### src/hw/tswm_map.svh
/*
 Constants of the transfer switch mode control: bit positions, register offsets and
 field layouts, reset values and timer figures. Assumes a 125 MHz system clock.
*/
`ifndef TSWM_MAP_SVH
`define TSWM_MAP_SVH

// Clock and timer base
`define TSWM_CLK_HZ      125000000
`define TSWM_TICK_US     1000
`define TSWM_TICK_CYC    (`TSWM_CLK_HZ / 1000000 * `TSWM_TICK_US)
`define TSWM_TICK_W      17
`define TSWM_TM_W        21

// Times in their own units, then in 1 ms ticks
`define TSWM_DEB_MS      10
`define TSWM_BLINK_MS    250
`define TSWM_HOLD_S      3
`define TSWM_ORD_S       5
`define TSWM_COOL_S      180
`define TSWM_RET_A_S     3
`define TSWM_RET_B_S     10
`define TSWM_FAIL_A_MIN  0
`define TSWM_FAIL_B_MIN  3
`define TSWM_FAIL_C_MIN  10
`define TSWM_FAIL_D_MIN  30
`define TSWM_DEB_TK      (`TSWM_DEB_MS * 1000 / `TSWM_TICK_US)
`define TSWM_BLINK_TK    (`TSWM_BLINK_MS * 1000 / `TSWM_TICK_US)
`define TSWM_HOLD_TK     (`TSWM_HOLD_S * 1000000 / `TSWM_TICK_US)
`define TSWM_ORD_TK      (`TSWM_ORD_S * 1000000 / `TSWM_TICK_US)
`define TSWM_COOL_TK     (`TSWM_COOL_S * 1000000 / `TSWM_TICK_US)
`define TSWM_RET_A_TK    (`TSWM_RET_A_S * 1000000 / `TSWM_TICK_US)
`define TSWM_RET_B_TK    (`TSWM_RET_B_S * 1000000 / `TSWM_TICK_US)
`define TSWM_FAIL_A_TK   (`TSWM_FAIL_A_MIN * 60000000 / `TSWM_TICK_US)
`define TSWM_FAIL_B_TK   (`TSWM_FAIL_B_MIN * 60000000 / `TSWM_TICK_US)
`define TSWM_FAIL_C_TK   (`TSWM_FAIL_C_MIN * 60000000 / `TSWM_TICK_US)
`define TSWM_FAIL_D_TK   (`TSWM_FAIL_D_MIN * 60000000 / `TSWM_TICK_US)

// Synchronised input vector positions
`define TSWM_NIN         19
`define TSWM_IX_MODE     0
`define TSWM_IX_BP0      1
`define TSWM_IX_BP1      2
`define TSWM_IX_BP2      3
`define TSWM_IX_INH      4
`define TSWM_IX_FIRE     5
`define TSWM_IX_FB0      6
`define TSWM_IX_FB1      7
`define TSWM_IX_FB2      8
`define TSWM_IX_AUX      9
`define TSWM_IX_TEST     10
`define TSWM_IX_VOK      11
`define TSWM_IX_FOK      13
`define TSWM_IX_ROT      15
`define TSWM_IX_NEU      17

// Register port
`define TSWM_AW          2
`define TSWM_DW          8
`define TSWM_ADR_CFG     2'h0
`define TSWM_ADR_STAT    2'h1
`define TSWM_ADR_POS     2'h2
`define TSWM_CFG_W       5
`define TSWM_CFG_RST     5'h00
`define TSWM_CFG_MAINT   0
`define TSWM_CFG_FAIL    1
`define TSWM_CFG_RET     3
`define TSWM_CFG_3PH     4

`endif

### src/hw/tswm_pkg.sv
/*
 Types of the transfer switch mode control: modes, positions and the state record.
 Assumes tswm_map.svh is on the include path.
*/
`include "tswm_map.svh"

package tswm_pkg;

   typedef enum logic {TSWM_MANUAL, TSWM_AUTO} tswm_mode_t;

   typedef enum logic [1:0] {TSWM_P0, TSWM_P1, TSWM_P2, TSWM_PNONE} tswm_pos_t;

   typedef struct packed {
      logic [`TSWM_TICK_W-1:0]      pre;
      logic [3:0]                   dsub;
      logic [7:0]                   blk;
      logic                         blink;
      logic [`TSWM_NIN-1:0]         sync1;
      logic [`TSWM_NIN-1:0]         sync2;
      logic [`TSWM_NIN-1:0]         samp;
      logic [`TSWM_NIN-1:0]         deb;
      logic [`TSWM_NIN-1:0]         deb_q;
      tswm_mode_t                   mode;
      logic [`TSWM_TM_W-1:0]        hold;
      logic                         hold_done;
      logic [1:0]                   avail;
      logic [1:0][`TSWM_TM_W-1:0]   stm;
      logic [1:0]                   neu_lost;
      logic                         rot_mis;
      tswm_pos_t                    ord_pos;
      logic                         ord_act;
      logic                         chk;
      logic [`TSWM_TM_W-1:0]        ord_tm;
      logic                         fault;
      logic [`TSWM_TM_W-1:0]        cool;
      logic                         gen;
      logic [`TSWM_CFG_W-1:0]       cfg;
      logic [`TSWM_DW-1:0]          rdata;
      logic [2:0]                   ord_out;
      logic                         gen_nc;
      logic                         gen_no;
      logic                         led_auto;
      logic                         led_fault;
      logic                         led_fire;
      logic [1:0]                   led_src;
      logic                         buzzer;
   } tswm_state_t;

endpackage

### src/hw/tswm_top.sv
/*
 Mode control of an automatic transfer switch controller: working modes, source
 availability timers, position orders with feedback supervision, generator contact.
 Assumes contact, button and source-status inputs are asynchronous pins and that
 analog measurement elsewhere reports per-source voltage, L1 frequency, rotation
 and neutral imbalance as logic levels.
*/
// Summary of operation
// - Three working modes: automatic, manual, inhibited; button or inhibit contact selects
// - Automatic mode orders positions from settings and ignores manual order buttons
// - Manual, no fault, no test on load, button held 3 s enters automatic, indicator on
// - Automatic, button held 3 s returns to manual, indicator off
// - Open inhibit contact blocks all orders but the fire order to position 0, blinks fault, automatic indicator off
// - Closing inhibit contact resumes the mode active before inhibition
// - Both sources present: rotation mismatch blinks both source indicators
// - Frequency judged on phase L1 only
// - Source lost only after fail timer of 0, 3, 10 or 30 minutes
// - Source back only after return timer of 3 s or 10 s
// - Three-phase network flags loss of neutral
// - Three one-hot order outputs for positions 0, I and II
// - Maintained style holds an order until a different order
// - Impulse style ends order after 5 s or on reached position
// - Impulse timeout raises fault and blocks automatic operation until cleared
// - Generator start on test on load or source 1 lost
// - Reaching position I while generator start is still on runs 180 s cooldown keeping generator started
// - Without auxiliary DC supply source 1 fail delay is skipped
// - Missing feedback after order blinks fault, sounds buzzer; feedback plus button clear
// - Fire input: fire indicator, buzzer, position 0, all control blocked
// - Fire removed: return to previous working mode
`timescale 1ns/100ps

module tswm_top
#(
   parameter int TICK_CYC = `TSWM_TICK_CYC
)
(
   input  wire logic                 clk_sys,
   input  wire logic                 rst_b,
   input  wire logic                 btn_mode,
   input  wire logic                 btn_pos0,
   input  wire logic                 btn_pos1,
   input  wire logic                 btn_pos2,
   input  wire logic                 inhibit_contact_input,
   input  wire logic                 fire_in,
   input  wire logic                 fb_pos0,
   input  wire logic                 fb_pos1,
   input  wire logic                 fb_pos2,
   input  wire logic                 aux_dc_present,
   input  wire logic                 test_on_load,
   input  wire logic [1:0]           src_volt_ok,
   input  wire logic [1:0]           src_freq_l1_ok,
   input  wire logic [1:0]           src_rot_fwd,
   input  wire logic [1:0]           src_neutral_imbal,
   input  wire logic [`TSWM_AW-1:0]  reg_addr,
   input  wire logic [`TSWM_DW-1:0]  reg_wdata,
   input  wire logic                 reg_wr,
   input  wire logic                 reg_rd,
   output logic      [`TSWM_DW-1:0]  reg_rdata,
   output logic                      order_pos0,
   output logic                      order_pos1,
   output logic                      order_pos2,
   output logic                      gen_start_nc_closed,
   output logic                      gen_start_no_closed,
   output logic                      auto_mode_indicator,
   output logic                      fault_indicator,
   output logic                      fire_indicator,
   output logic      [1:0]           src_avail_indicator,
   output logic                      buzzer
);

   tswm_pkg::tswm_state_t state_reg;
   tswm_pkg::tswm_state_t state_next;

   logic [`TSWM_NIN-1:0] pins;
   logic [`TSWM_NIN-1:0] rise;
   logic                 tick;
   logic                 inhibit;
   logic                 fire;
   logic                 maint;
   logic [2:0]           fbv;
   logic                 reached;
   logic                 man_press;
   logic                 issue;
   logic                 raw_ok;
   logic [`TSWM_TM_W-1:0] fail_lim;
   logic [`TSWM_TM_W-1:0] lim;
   tswm_pkg::tswm_pos_t  req;
   tswm_pkg::tswm_pos_t  auto_des;

   assign pins = {src_neutral_imbal, src_rot_fwd, src_freq_l1_ok, src_volt_ok,
                  test_on_load, aux_dc_present, fb_pos2, fb_pos1, fb_pos0,
                  fire_in, inhibit_contact_input, btn_pos2, btn_pos1, btn_pos0,
                  btn_mode};
   assign rise    = state_reg.deb & ~state_reg.deb_q;
   assign tick    = (state_reg.pre == `TSWM_TICK_W'(TICK_CYC - 1));
   assign inhibit = ~state_reg.deb[`TSWM_IX_INH];
   assign fire    = state_reg.deb[`TSWM_IX_FIRE];
   assign maint   = state_reg.cfg[`TSWM_CFG_MAINT];
   assign fbv     = state_reg.deb[`TSWM_IX_FB2:`TSWM_IX_FB0];
   // Relies on the switch closing only the contact of its real position
   assign reached = (state_reg.ord_pos != tswm_pkg::TSWM_PNONE)
                    && fbv[state_reg.ord_pos];

   always_comb
   begin
      state_next = state_reg;
      req        = tswm_pkg::TSWM_PNONE;
      auto_des   = tswm_pkg::TSWM_PNONE;
      man_press  = 1'b0;
      issue      = 1'b0;
      raw_ok     = 1'b0;
      fail_lim   = '0;
      lim        = '0;

      // Prescaler, synchroniser and sampled debounce
      state_next.pre   = tick ? '0 : state_reg.pre + 1'b1;
      state_next.sync1 = pins;
      state_next.sync2 = state_reg.sync1;
      state_next.deb_q = state_reg.deb;
      if (tick)
      begin
         if (state_reg.dsub == 4'(`TSWM_DEB_TK - 1))
         begin
            state_next.dsub = '0;
            state_next.samp = state_reg.sync2;
            // Two agreeing samples 10 ms apart replace the level
            state_next.deb  = (state_reg.sync2 & state_reg.samp)
                              | (state_reg.deb & (state_reg.sync2 | state_reg.samp));
         end
         else
         begin
            state_next.dsub = state_reg.dsub + 1'b1;
         end
         if (state_reg.blk == 8'(`TSWM_BLINK_TK - 1))
         begin
            state_next.blk   = '0;
            state_next.blink = ~state_reg.blink;
         end
         else
         begin
            state_next.blk = state_reg.blk + 1'b1;
         end
      end

      // Source availability with fail and return delays
      for (int i = 0; i < 2; i++)
      begin
         state_next.neu_lost[i] = state_reg.cfg[`TSWM_CFG_3PH]
                                  & state_reg.deb[`TSWM_IX_NEU + i];
         raw_ok = state_reg.deb[`TSWM_IX_VOK + i]
                  & state_reg.deb[`TSWM_IX_FOK + i]
                  & ~state_next.neu_lost[i];
         case (state_reg.cfg[`TSWM_CFG_FAIL +: 2])
            2'h0:    fail_lim = `TSWM_TM_W'(`TSWM_FAIL_A_TK);
            2'h1:    fail_lim = `TSWM_TM_W'(`TSWM_FAIL_B_TK);
            2'h2:    fail_lim = `TSWM_TM_W'(`TSWM_FAIL_C_TK);
            default: fail_lim = `TSWM_TM_W'(`TSWM_FAIL_D_TK);
         endcase
         if (i == 0 && !state_reg.deb[`TSWM_IX_AUX])
         begin
            fail_lim = '0;
         end
         if (state_reg.avail[i])
         begin
            lim = fail_lim;
         end
         else if (state_reg.cfg[`TSWM_CFG_RET])
         begin
            lim = `TSWM_TM_W'(`TSWM_RET_B_TK);
         end
         else
         begin
            lim = `TSWM_TM_W'(`TSWM_RET_A_TK);
         end
         if (state_reg.avail[i] == raw_ok)
         begin
            state_next.stm[i] = '0;
         end
         else if (state_reg.stm[i] >= lim)
         begin
            // Condition held for the whole delay
            state_next.avail[i] = raw_ok;
            state_next.stm[i]   = '0;
         end
         else if (tick)
         begin
            state_next.stm[i] = state_reg.stm[i] + 1'b1;
         end
      end
      // One source alone is taken whatever its rotation
      state_next.rot_mis = (&state_reg.avail)
                           & (state_reg.deb[`TSWM_IX_ROT] ^ state_reg.deb[`TSWM_IX_ROT + 1]);

      // Mode button hold
      if (!state_reg.deb[`TSWM_IX_MODE])
      begin
         state_next.hold      = '0;
         state_next.hold_done = 1'b0;
      end
      else if (state_reg.hold == `TSWM_TM_W'(`TSWM_HOLD_TK))
      begin
         state_next.hold_done = 1'b1;
         // Mode kept under inhibit or fire so it can be resumed later
         if (!state_reg.hold_done && !inhibit && !fire)
         begin
            if (state_reg.mode == tswm_pkg::TSWM_MANUAL && !state_reg.fault
                && !state_reg.deb[`TSWM_IX_TEST])
            begin
               state_next.mode = tswm_pkg::TSWM_AUTO;
            end
            else if (state_reg.mode == tswm_pkg::TSWM_AUTO)
            begin
               state_next.mode = tswm_pkg::TSWM_MANUAL;
            end
         end
      end
      else if (tick)
      begin
         state_next.hold = state_reg.hold + 1'b1;
      end

      // Position request
      if (state_reg.deb[`TSWM_IX_TEST] && state_reg.avail[1])
      begin
         auto_des = tswm_pkg::TSWM_P2;
      end
      else if (state_reg.avail[0])
      begin
         auto_des = tswm_pkg::TSWM_P1;
      end
      else if (state_reg.avail[1])
      begin
         auto_des = tswm_pkg::TSWM_P2;
      end
      if (fire)
      begin
         req = tswm_pkg::TSWM_P0;
      end
      else if (inhibit)
      begin
         req = tswm_pkg::TSWM_PNONE;
      end
      else if (state_reg.mode == tswm_pkg::TSWM_AUTO)
      begin
         // Buttons ignored; a position fault stops the automatism
         if (!state_reg.fault)
         begin
            req = auto_des;
         end
      end
      else if (rise[`TSWM_IX_BP0])
      begin
         req       = tswm_pkg::TSWM_P0;
         man_press = 1'b1;
      end
      else if (rise[`TSWM_IX_BP1])
      begin
         req       = tswm_pkg::TSWM_P1;
         man_press = 1'b1;
      end
      else if (rise[`TSWM_IX_BP2])
      begin
         req       = tswm_pkg::TSWM_P2;
         man_press = 1'b1;
      end
      issue = (req != tswm_pkg::TSWM_PNONE) && (req != state_reg.ord_pos || man_press);

      // Fault clear: expected contact closed and button pressed
      if (state_reg.fault && reached && rise[`TSWM_IX_MODE])
      begin
         state_next.fault = 1'b0;
      end

      // Order supervision
      if (issue)
      begin
         state_next.ord_pos = req;
         state_next.ord_act = 1'b1;
         state_next.chk     = 1'b1;
         state_next.ord_tm  = '0;
      end
      else if (state_reg.chk)
      begin
         if (reached)
         begin
            state_next.chk     = 1'b0;
            state_next.ord_act = maint;
         end
         else if (tick && state_reg.ord_tm == `TSWM_TM_W'(`TSWM_ORD_TK - 1))
         begin
            // Set placed after the clear so a coincident timeout wins
            state_next.chk     = 1'b0;
            state_next.fault   = 1'b1;
            state_next.ord_act = maint;
         end
         else if (tick)
         begin
            state_next.ord_tm = state_reg.ord_tm + 1'b1;
         end
      end
      for (int p = 0; p < 3; p++)
      begin
         state_next.ord_out[p] = state_next.ord_act
                                 && (state_next.ord_pos == tswm_pkg::tswm_pos_t'(p));
      end

      // Generator contact and cooldown
      if (rise[`TSWM_IX_FB1] && state_reg.gen)
      begin
         state_next.cool = `TSWM_TM_W'(`TSWM_COOL_TK);
      end
      else if (tick && state_reg.cool != '0)
      begin
         state_next.cool = state_reg.cool - 1'b1;
      end
      state_next.gen    = state_reg.deb[`TSWM_IX_TEST] | ~state_reg.avail[0]
                          | (state_reg.cool != '0);
      state_next.gen_nc = state_reg.gen;
      state_next.gen_no = ~state_reg.gen;

      // Indicators
      state_next.led_auto  = (state_reg.mode == tswm_pkg::TSWM_AUTO)
                             & ~inhibit & ~fire;
      state_next.led_fault = (state_reg.fault | inhibit) & state_reg.blink;
      state_next.led_fire  = fire;
      state_next.buzzer    = fire | state_reg.fault;
      state_next.led_src   = state_reg.avail
                             & {2{~state_reg.rot_mis | state_reg.blink}};

      // Register port
      if (reg_wr && reg_addr == `TSWM_ADR_CFG)
      begin
         state_next.cfg = reg_wdata[`TSWM_CFG_W-1:0];
      end
      state_next.rdata = '0;
      if (reg_rd)
      begin
         case (reg_addr)
            `TSWM_ADR_CFG:  state_next.rdata = {3'h0, state_reg.cfg};
            `TSWM_ADR_STAT: state_next.rdata = {|state_reg.neu_lost, state_reg.rot_mis,
                                                state_reg.avail, state_reg.fault, fire,
                                                inhibit,
                                                state_reg.mode == tswm_pkg::TSWM_AUTO};
            `TSWM_ADR_POS:  state_next.rdata = {2'h0, fbv, state_reg.ord_act,
                                                state_reg.ord_pos};
            default:        state_next.rdata = '0;
         endcase
      end
   end

   always_ff @(posedge clk_sys or negedge rst_b)
   begin
      if (!rst_b)
      begin
         state_reg         <= '0;
         state_reg.mode    <= tswm_pkg::TSWM_MANUAL;
         state_reg.ord_pos <= tswm_pkg::TSWM_PNONE;
         state_reg.cfg     <= `TSWM_CFG_RST;
         state_reg.sync1   <= `TSWM_NIN'h10;
         state_reg.sync2   <= `TSWM_NIN'h10;
         state_reg.samp    <= `TSWM_NIN'h10;
         state_reg.deb     <= `TSWM_NIN'h10;
         state_reg.deb_q   <= `TSWM_NIN'h10;
         state_reg.gen_no  <= 1'b1;
      end
      else
      begin
         // Mode register outlives inhibit and fire, so both resume it
         state_reg <= state_next;
      end
   end

   assign reg_rdata           = state_reg.rdata;
   assign order_pos0          = state_reg.ord_out[0];
   assign order_pos1          = state_reg.ord_out[1];
   assign order_pos2          = state_reg.ord_out[2];
   assign gen_start_nc_closed = state_reg.gen_nc;
   assign gen_start_no_closed = state_reg.gen_no;
   assign auto_mode_indicator = state_reg.led_auto;
   assign fault_indicator     = state_reg.led_fault;
   assign fire_indicator      = state_reg.led_fire;
   assign src_avail_indicator = state_reg.led_src;
   assign buzzer              = state_reg.buzzer;

endmodule // tswm_top

### config.mk
export PLATFORM = sky130hd
export DESIGN_NAME = tswm_top
export DESIGN_NICKNAME = d
export VERILOG_FILES = /design/src/hw/tswm_pkg.sv /design/src/hw/tswm_top.sv
export VERILOG_INCLUDE_DIRS = /design/src /design/src/hw
export SDC_FILE = /design/constraint.sdc
export NUM_CORES = 1
export LEC_CHECK = 0
export ABC_AREA = 1
export BUFFER_PORTS_ARGS = -buffer_cell sky130_fd_sc_hd__buf_2
export CAP_MARGIN = 30
export CORE_UTILIZATION = 28
export DETAILED_ROUTE_END_ITERATION = 7
export HOLD_SLACK_MARGIN = 0.15
export PLACE_DENSITY_LB_ADDON = 0.2
export REMOVE_ABC_BUFFERS = 1
export SKIP_CTS_REPAIR_TIMING = 1
export SYNTH_ARGS = -nofsm -noshare
export SYNTH_HDL_FRONTEND = slang
export SYNTH_SLANG_ARGS = --single-unit
### constraint.sdc
create_clock -name clk_sys -period 4.5 [get_ports clk_sys]
set_input_delay 0.9 -clock clk_sys [delete_from_list [all_inputs] [get_ports clk_sys]]
set_output_delay 0.9 -clock clk_sys [all_outputs]
set_load 0.05 [all_outputs]
; Word level (Yosys, flattened, before mapping)
; Index checks and enable logic that the tools add are counted.
[totals]
regBits = 256
wordCells = 192
[classes]
addsub = 8
n_lt_le_gt_ge = 3
eq_ne = 21
muxes = 52
bitwise = 34
n_reduce_logical = 39
[op_table]
columns = cell, n
row1 = $mux W21, 15
row2 = $add A21 B1 Y21 const B, 4
row3 = $pmux W21 S3, 1
row4 = $mux W22, 2
row5 = $ge A21 B21 Y1, 2
row6 = $and A19 B19 Y19, 2
row7 = $or A19 B19 Y19, 2
row8 = $mux W24, 1
row9 = $pmux W8 S3, 1
row10 = $mux W23, 1
row11 = $mux W2, 11
row12 = $eq A21 B12 Y1 const B, 1
row13 = $eq A21 B13 Y1 const B, 1
row14 = $reduce_bool A21 Y1, 1
row15 = $sub A21 B1 Y21 const B, 1
row16 = $add A17 B1 Y17 const B, 1
row17 = $eq A17 B17 Y1 const B, 1
row18 = $mux W17, 1
row19 = $logic_and A1 B1 Y1, 16
row20 = $mux W8, 2
row21 = $mux W1, 14
row22 = $mux W14, 1
row23 = $reduce_and A2 Y1, 6
row24 = $not A1 Y1, 11
row25 = 27 further kinds, 58

; Depth between registers and ports, before layout
; Gate-level depths: netlist (run 1).
[logic_depth]
depth_word = 14
ltp_mapped = 17
depth_no_buf = 15

; Least setup slack after synthesis (run 1)
; Ideal clock, no wire load.
[synth_timing]
kind = reg-to-reg
from = reg state_reg[20] (netlist bit)
to = reg state_reg[88] (netlist bit)
setup_time_ns = 0.066
t_arrival_ns = 2.428
required_ns = 4.434
setup_slack_ns = 2.006
path_stages_with_launch = 16
path_buffers = 2
synth_period_minus_slack_ns = 2.494
path_cell_list = dfrtp_1 clkbuf_1 inv_1 nand2_1 a21oi_1 or2_2 ha_1 a21oi_1 o21a_1 nand2_1 nand2_1 nand3_1 nor2_1 clkbuf_1 nand4_1 nand2_1
[synth_via]
elab_chain_cells = 7
word_cells_on_any_way = 10
classes_between = 1 x order compare / 2 x eq/ne / 5 x mux / 2 x reduce/logical
[synth_lines]
columns = item, line_no
row1 = "start, declared", tswm_top.sv:71  ; tswm_pkg::tswm_state_t state_reg;
row2 = "start signal, assigned", tswm_top.sv:369  ; state_reg <= state_next;
row3 = "$eq A2 B2 Y1, or another cell as far along", tswm_top.sv:153  ; case (state_reg.cfg[`TSWM_CFG_FAIL +: 2])
row4 = $pmux W21 S3 (*), tswm_top.sv:153
row5 = $mux W21 (*), tswm_top.sv:159  ; if (i == 0 && !state_reg.deb[`TSWM_IX_AUX])
row6 = $mux W21 (*), tswm_top.sv:163  ; if (state_reg.avail[i])
row7 = $ge A21 B21 Y1 (*), tswm_top.sv:179  ; else if (state_reg.stm[i] >= lim)
row8 = $mux W21, tswm_top.sv:179
row9 = $mux W21, tswm_top.sv:175  ; if (state_reg.avail[i] == raw_ok)
; Mark *: on every way between the ends. The rest lies on a longest branch, timed or not.
; A chain may end at the register's enable or synchronous reset.

; Worst setup path after layout (run 1)
[layout_timing]
from = reg state_reg[250] (netlist bit)
to = reg state_reg[28] (netlist bit)
[layout_via]
elab_chain_cells = 3
[layout_lines]
columns = item, line_no
row1 = $eq A17 B17 Y1, tswm_top.sv:95  ; assign tick = (state_reg.pre == `TSWM_TICK_W'(TICK_CYC - 1));
row2 = $logic_and A1 B1 Y1, tswm_top.sv:312  ; else if (tick && state_reg.cool != '0)
row3 = $reduce_bool A2 Y1 (no source line), --
; Every way passes these cells.

==> results.py, run 1 <==
metrics = {
    "synth": {
        "synth_top_area_share": 0.4467,
        "ys_warn_count": 0,
        "synth.cell_area_sq_um": 13780,
        "avgSynthCellArea_sq_um": 7.853,
        "ys_types": 49,
        "async_flop_share": 1.000,
        "synth-seq-cells": 253,
        "ys_seq_area_frac": 0.4600,
        "yosys.cell_count.top_type": "nand2_1",
        "synth-edff-count": 0,
        "yosysTopAreaCell": "dfrtp_1",
        "synth_commonest_cells": "355 x nand2_1, 246 x dfrtp_1, 215 x nor2_1, 200 x nand3_1, 199 x inv_1",
        "syn_inst": 1755,
        "synth_ff_type": "dfrtp_1",
        "synthTopCellsByArea": "dfrtp_1 45%, nand2_1 9.7%, nand3_1 7.3%",
    },
    "die": {
        "coreArea_sq_um": 48150,
        "die_w_microns": 223.9,
        "chipHeight_microns": 223.9,
        "pin_count": 52,
        "start_util": 0.2863,
        "die_area_sq_um": 50110,
        "rows": 80,
    },
    "power": {
        "p_seq_frac": 0.465,
        "swShare": 0.2226,
        "max-vdd-ir-drop_mv": 0.2422,
        "intPower_w": 0.003896,
        "p_clk_frac": 0.505,
        "p_sw_w": 0.001116,
        "power_leakage_nw": 7.458,
        "p_per_area_nw_per_um2": 319.2,
        "comb_power_share": 0.031,
    },
    "setup_path": {
        "cp_top_family": "simple AND/OR/NAND/NOR gates",
        "cp_slowest_cell": "clkinv_2",
        "crit_arrival_ns": 3.40,
        "slowest_delay_ns": 0.55,
        "worstPathMaxFanout": 27,
        "cp_cell_sequence": "ha_1 -> nand2_2 -> inv_2 -> nand3_1 -> nor2_2 -> nand2_4 -> clkinv_2 -> nand2_4 -> nand2_2 -> inv_2 -> nor2_1 -> o21ai_0 -> nor2_1",
        "criticalPathCategory": "reg -> reg",
        "worstSetupStartpointType": "flop",
        "cp.buffers_inverters": 3,
        "required_ns": 4.95,
        "worst_setup_path_end_kind": "flop",
    },
    "route": {
        "viasPerCell": 4.660,
        "drt_iter0_markers": 715,
        "drc": 0,
        "drt_wl_total_microns": 35390,
        "drtPass1Iterations": 5,
        "wl_per_cell_microns": 14.30,
        "ant_nets": 0,
        "vias": 11530,
    },
    "global_route": {
        "grt_max_degree": 103,
        "grt_pass1_vias": 11340,
        "grt_usage": 0.1456,
        "grt_overflow": 0,
        "antenna_found_initial": 4,
        "grt_pass1_wl_microns": 59600,
    },
    "sta": {
        "min_period_over_period": 0.6539,
        "period_minus_slack_ns": 2.943,
        "slew_viol_final": 0,
        "slew_headroom": 0.4058,
        "finalSetupTns_ns": 0,
        "skew_ns": 0.01442,
        "max_freq_ghz": 0.3398,
        "hold_violations": 0,
        "max_slew.worst_pin.slew_ns": 0.8904,
        "worst_slack_ns": 1.557,
        "setup_viol": 0,
        "rsz0062_at_grt": "no",
    },
    "status": {
        "status": "finished clean",
    },
    "placed_design": {
        "io_buffers": 48,
        "place_ws_ns": 1.540,
        "dp_hpwl_microns": 25430,
        "gp_congestion": 0.8549,
    },
    "final_layout": {
        "nNetsFinal": 1872,
        "largest_reg_flops": 195,
        "area_growth_pct": 13.93,
        "layout-drive-gt1-share": 0.08586,
    },
    "clocking": {
        "cts_root_buffer": "clkbuf_16",
        "insertion_delay_ns": 0.57,
        "cts.sink_count": 253,
        "clkTransAtPathRegs_ns": 0.06,
        "tritoncts": "yes",
        "clockBufferDepth": 3,
        "numCtsBuffers": 31,
        "h-tree-depth": 1,
    },
    "hold_path": {
        "hp-class": "reg -> reg",
    },
    "job": {
        "maxCapViolCount": 0,
    },
}
[through the flow]
step                hold slack (ns)  utilization  instances  power [W]  instance area, sq um
floorplan                    0.3312            -       1699   0.002423                 13470
global placement             0.3322       0.3046       2417   0.002525                 14660
detailed placement           0.3347       0.3046       2417   0.002528                 14660
CTS                          0.3477       0.3261       2473   0.005121                 15700
global route                 0.3588       0.3261       2474   0.005244                 15700
finish                       0.3464       0.3261       2474   0.005012                 15700
[final timing paths]
kind	depth (start not counted)	slack [ns]	start	to
worst max-delay path	13	1.56	state_reg[250]	state_reg[28]
worst min-delay path	0	0.35	state_next[207]	state_reg[207]
worst max register to register	13	1.56	state_reg[250]	state_reg[28]
worst min register to register	0	0.35	state_next[207]	state_reg[207]
max in group asynchronous	2	3.05	rst_b	state_reg[33]
min in group asynchronous	1	0.38	rst_b	state_reg[105]
[cell usage in the layout, fill, tap and decap left out, types with 5 or more instances in the layout]
master,count
ha_1,45
nand4_1,60
buf_4,13
buf_2,47
nor3_1,52
o22ai_1,10
nor2_1,214
clkbuf_1,5
nand3_1,200
nor3b_1,11
xnor2_1,12
o21ai_0,85
xor2_1,47
o31ai_1,5
inv_1,199
nor2_2,7
clkinv_2,11
nand2_1,355
dfrtp_1,246
a21o_1,5
a31oi_1,8
a21oi_1,49
dfstp_2,7
o21ai_1,30
clkbuf_16,31
inv_2,7
[layer usage]
layer / GRT usage / up-vias / wire length, microns
li1: - / 5840 / -
met1: 0.2042 / 5455 / 17430
met2: 0.2327 / 183 / 15740
met3: 0.01954 / 50 / 1278
met4: 0.04264 / 2 / 927
met5: 0 / - / 12
[worst register-to-register path: cells and delay by family (launching register included)]
family                     cells  cell delay, ns
and+or+nand+nor                8            1.19
adders and majority gates      1            0.24
AOI/OAI and AO/OA              1            0.14
buffers and inverters          3            0.85
DFF                            1            0.40
[kinds of logic after synthesis]
kind of cell / synth area share
XOR/XNOR: 0.03867
adder cells (fa/ha/maj): 0.04085
multiplexers: 0.002451
AND/OR/NAND/NOR: 0.2961
AO/OA/AOI/OAI: 0.08243
buffers and inverters: 0.07944
flip-flops: 0.4600
[area by class of cell]
| class | count | area [sq um] |
|---|---|---|
| inverter | 209 | 785.8 |
| tap | 656 | 820.8 |
| clock buffer | 40 | 849.6 |
| sequential | 253 | 6340 |
| multi-input combinational | 1237 | 6350 |
| timing repair buffer | 62 | 367.9 |
| fill | 5168 | 32440 |
| antenna | 1 | 2.502 |
| clock inverter | 16 | 185.2 |
[power by group through the flow]
stage / Clock [W] / Sequential (W) / Combinational (W)
after floorplan: 0 / 0.00237 / 0.0000560
after global placement: 0 / 0.00237 / 0.000157
after detailed placement: 0 / 0.00237 / 0.000159
after CTS: 0.00263 / 0.00233 / 0.000159
after global routing: 0.00274 / 0.00233 / 0.000176
final: 0.00253 / 0.00233 / 0.000153
No activity file was read; power rests on OpenSTA's default activity.
==> inputs of run 2 (changes only) <==
clock period = 3 ns   (was 4.5 ns; I/O delays follow)
==> run 2 against run 1 <==
  * Clock skew up 0.00075 ns
  * Cell count rose by 0.97%
  * Non-clock buffer count is 19 higher
  * Critical endpoint is now state_reg[93]
  * Largest power group unchanged
==> results.py, run 2 (synthesis results as in run 1) <==
metrics = {
    "sta": {
        "finalSetupTns_ns": 0,
        "max_freq_ghz": 0.3688,
        "setup_viol": 0,
        "rsz0062_at_grt": "no",
        "skew_ns": 0.01517,
        "max_slew.worst_pin.slew_ns": 0.7120,
        "hold_violations": 0,
        "slew_viol_final": 0,
        "fin_hold_ws_ns": 0.1776,
        "period_minus_slack_ns": 2.712,
        "slew_headroom": 0.5254,
        "worst_slack_ns": 0.2884,
        "min_period_over_period": 0.9039,
    },
    "setup_path": {
        "cp_common_cell": "nand2_1",
        "worstSetupStartpointType": "flop",
        "worstPathMaxFanout": 30,
        "slowest_delay_ns": 0.48,
        "cp_cell_sequence": "inv_1 -> nand2_1 -> a21oi_1 -> or2_2 -> ha_1 -> a21oi_1 -> o21a_1 -> nand2_1 -> nand2_1 -> nand3_1 -> nor2_1 -> buf_4 -> nand4_1 -> nand2_1",
        "criticalPathCategory": "reg -> reg",
        "cp_slowest_cell": "dfrtp_1",
        "crit_arrival_ns": 3.17,
        "worst_setup_path_end_kind": "flop",
        "required_ns": 3.45,
    },
    "clocking": {
        "cts_root_buffer": "clkbuf_16",
        "clkTransAtPathRegs_ns": 0.06,
        "h-tree-depth": 2,
        "insertion_delay_ns": 0.53,
        "cts.sink_count": 253,
        "tritoncts": "yes",
        "numCtsBuffers": 34,
        "clockBufferDepth": 3,
    },
    "route": {
        "drt-met1-wl_microns": 17630,
        "drc": 0,
        "topRoutingLayerUsed": "met5",
        "wl_met2_microns": 15560,
        "ant_nets": 0,
        "vias": 11750,
        "viasPerCell": 4.703,
        "wl_per_cell_microns": 14.38,
        "drt_iter0_markers": 731,
        "drtPass1Iterations": 5,
        "drt_wl_total_microns": 35930,
        "wl_met3_microns": 1597,
    },
    "global_route": {
        "grt_pass1_vias": 11340,
        "antenna_found_initial": 3,
        "grt_overflow": 0,
        "grt_max_degree": 77,
        "grt_pass1_wl_microns": 60170,
        "grt_usage": 0.1489,
    },
    "power": {
        "p_sw_w": 0.001781,
        "comb_power_share": 0.030,
        "p_seq_frac": 0.441,
        "p_per_area_nw_per_um2": 495.5,
        "swShare": 0.2245,
        "power.total_w": 0.007932,
        "max-vdd-ir-drop_mv": 0.3621,
        "intPower_w": 0.006151,
        "p_clk_frac": 0.529,
        "power_leakage_nw": 7.620,
    },
    "placed_design": {
        "dp_hpwl_microns": 26060,
        "place_ws_ns": 0.3020,
        "io_buffers": 48,
        "gp_congestion": 0.8640,
    },
    "final_layout": {
        "n_fill_cell": 5089,
        "layout_commonest_cell": "nand2_1",
        "final_cell_mix": "355 x nand2_1, 246 x dfrtp_1, 215 x nor2_1",
        "nNetsFinal": 1894,
        "layout-drive-gt1-share": 0.09614,
        "largest_reg_flops": 195,
        "area_growth_pct": 16.16,
    },
    "status": {
        "status": "finished clean",
    },
    "die": {
        "start_util": 0.2863,
        "rows": 80,
        "pin_count": 52,
        "coreArea_sq_um": 48150,
        "chipHeight_microns": 223.9,
        "die_area_sq_um": 50110,
        "die_w_microns": 223.9,
    },
    "hold_path": {
        "hp-class": "in -> reg",
    },
    "job": {
        "maxCapViolCount": 0,
    },
}
-- run 2: metal layers --
metal | up-vias | GRT usage
met1 | 5567 | 0.2070
met4 | 2 | 0.05811
met3 | 68 | 0.02833
li1 | 5892 | -
met5 | - | 0
met2 | 220 | 0.2273
-- run 2: through the flow --
step	util	area [sq um]	cells
4_1_cts	0.3318	15980	2494
2_1_floorplan	-	13470	1699
5_1_grt	0.3325	16010	2498
3_3_place_gp	0.3075	14810	2433
3_5_place_dp	0.3075	14810	2433
6_report	0.3325	16010	2498
-- run 2: worst paths after layout --
| path | startpoint | to | slack (ns) | depth (start not counted) |
|---|---|---|---|---|
| max in group asynchronous | rst_b | state_reg[71] | 1.56 | 3 |
| worst max-delay path | state_reg[20] | state_reg[93] | 0.29 | 14 |
| worst max register to register | state_reg[20] | state_reg[93] | 0.29 | 14 |
| min in group asynchronous | rst_b | state_reg[115] | 0.65 | 2 |
| worst min-delay path | btn_mode | state_next[199] | 0.18 | 1 |
| worst min register to register | state_next[200] | state_reg[200] | 0.35 | 0 |
-- run 2: worst max-delay path: cells and delay by family, from the launching register on --
kind	cells	cell delay, ns
simple gates	8	0.95
flops	1	0.48
buf+inv	2	0.48
compound gates	3	0.40
fa+ha+maj	1	0.32
-- run 2: layout make-up --
class	count	area, sq um	share of cell area
tap	656	820.8	0.05127
inverter	209	785.8	0.04908
timing repair buffer	81	543.0	0.03392
clock buffer	48	1015	0.06338
sequential	253	6340	0.3960
multi-input combinational	1237	6347	0.3965
clock inverter	13	155.1	0.009691
antenna	1	2.502	0.0001563
-- run 2: power by group through the flow --
stage / registers (W) / clock network, W / logic [W]
2_1_floorplan: 0.00355 / 0 / 0.0000840
3_3_place_gp: 0.00355 / 0 / 0.000243
3_5_place_dp: 0.00356 / 0 / 0.000247
4_1_cts: 0.00350 / 0.00436 / 0.000247
5_1_grt: 0.00350 / 0.00449 / 0.000279
6_report: 0.00350 / 0.00420 / 0.000240
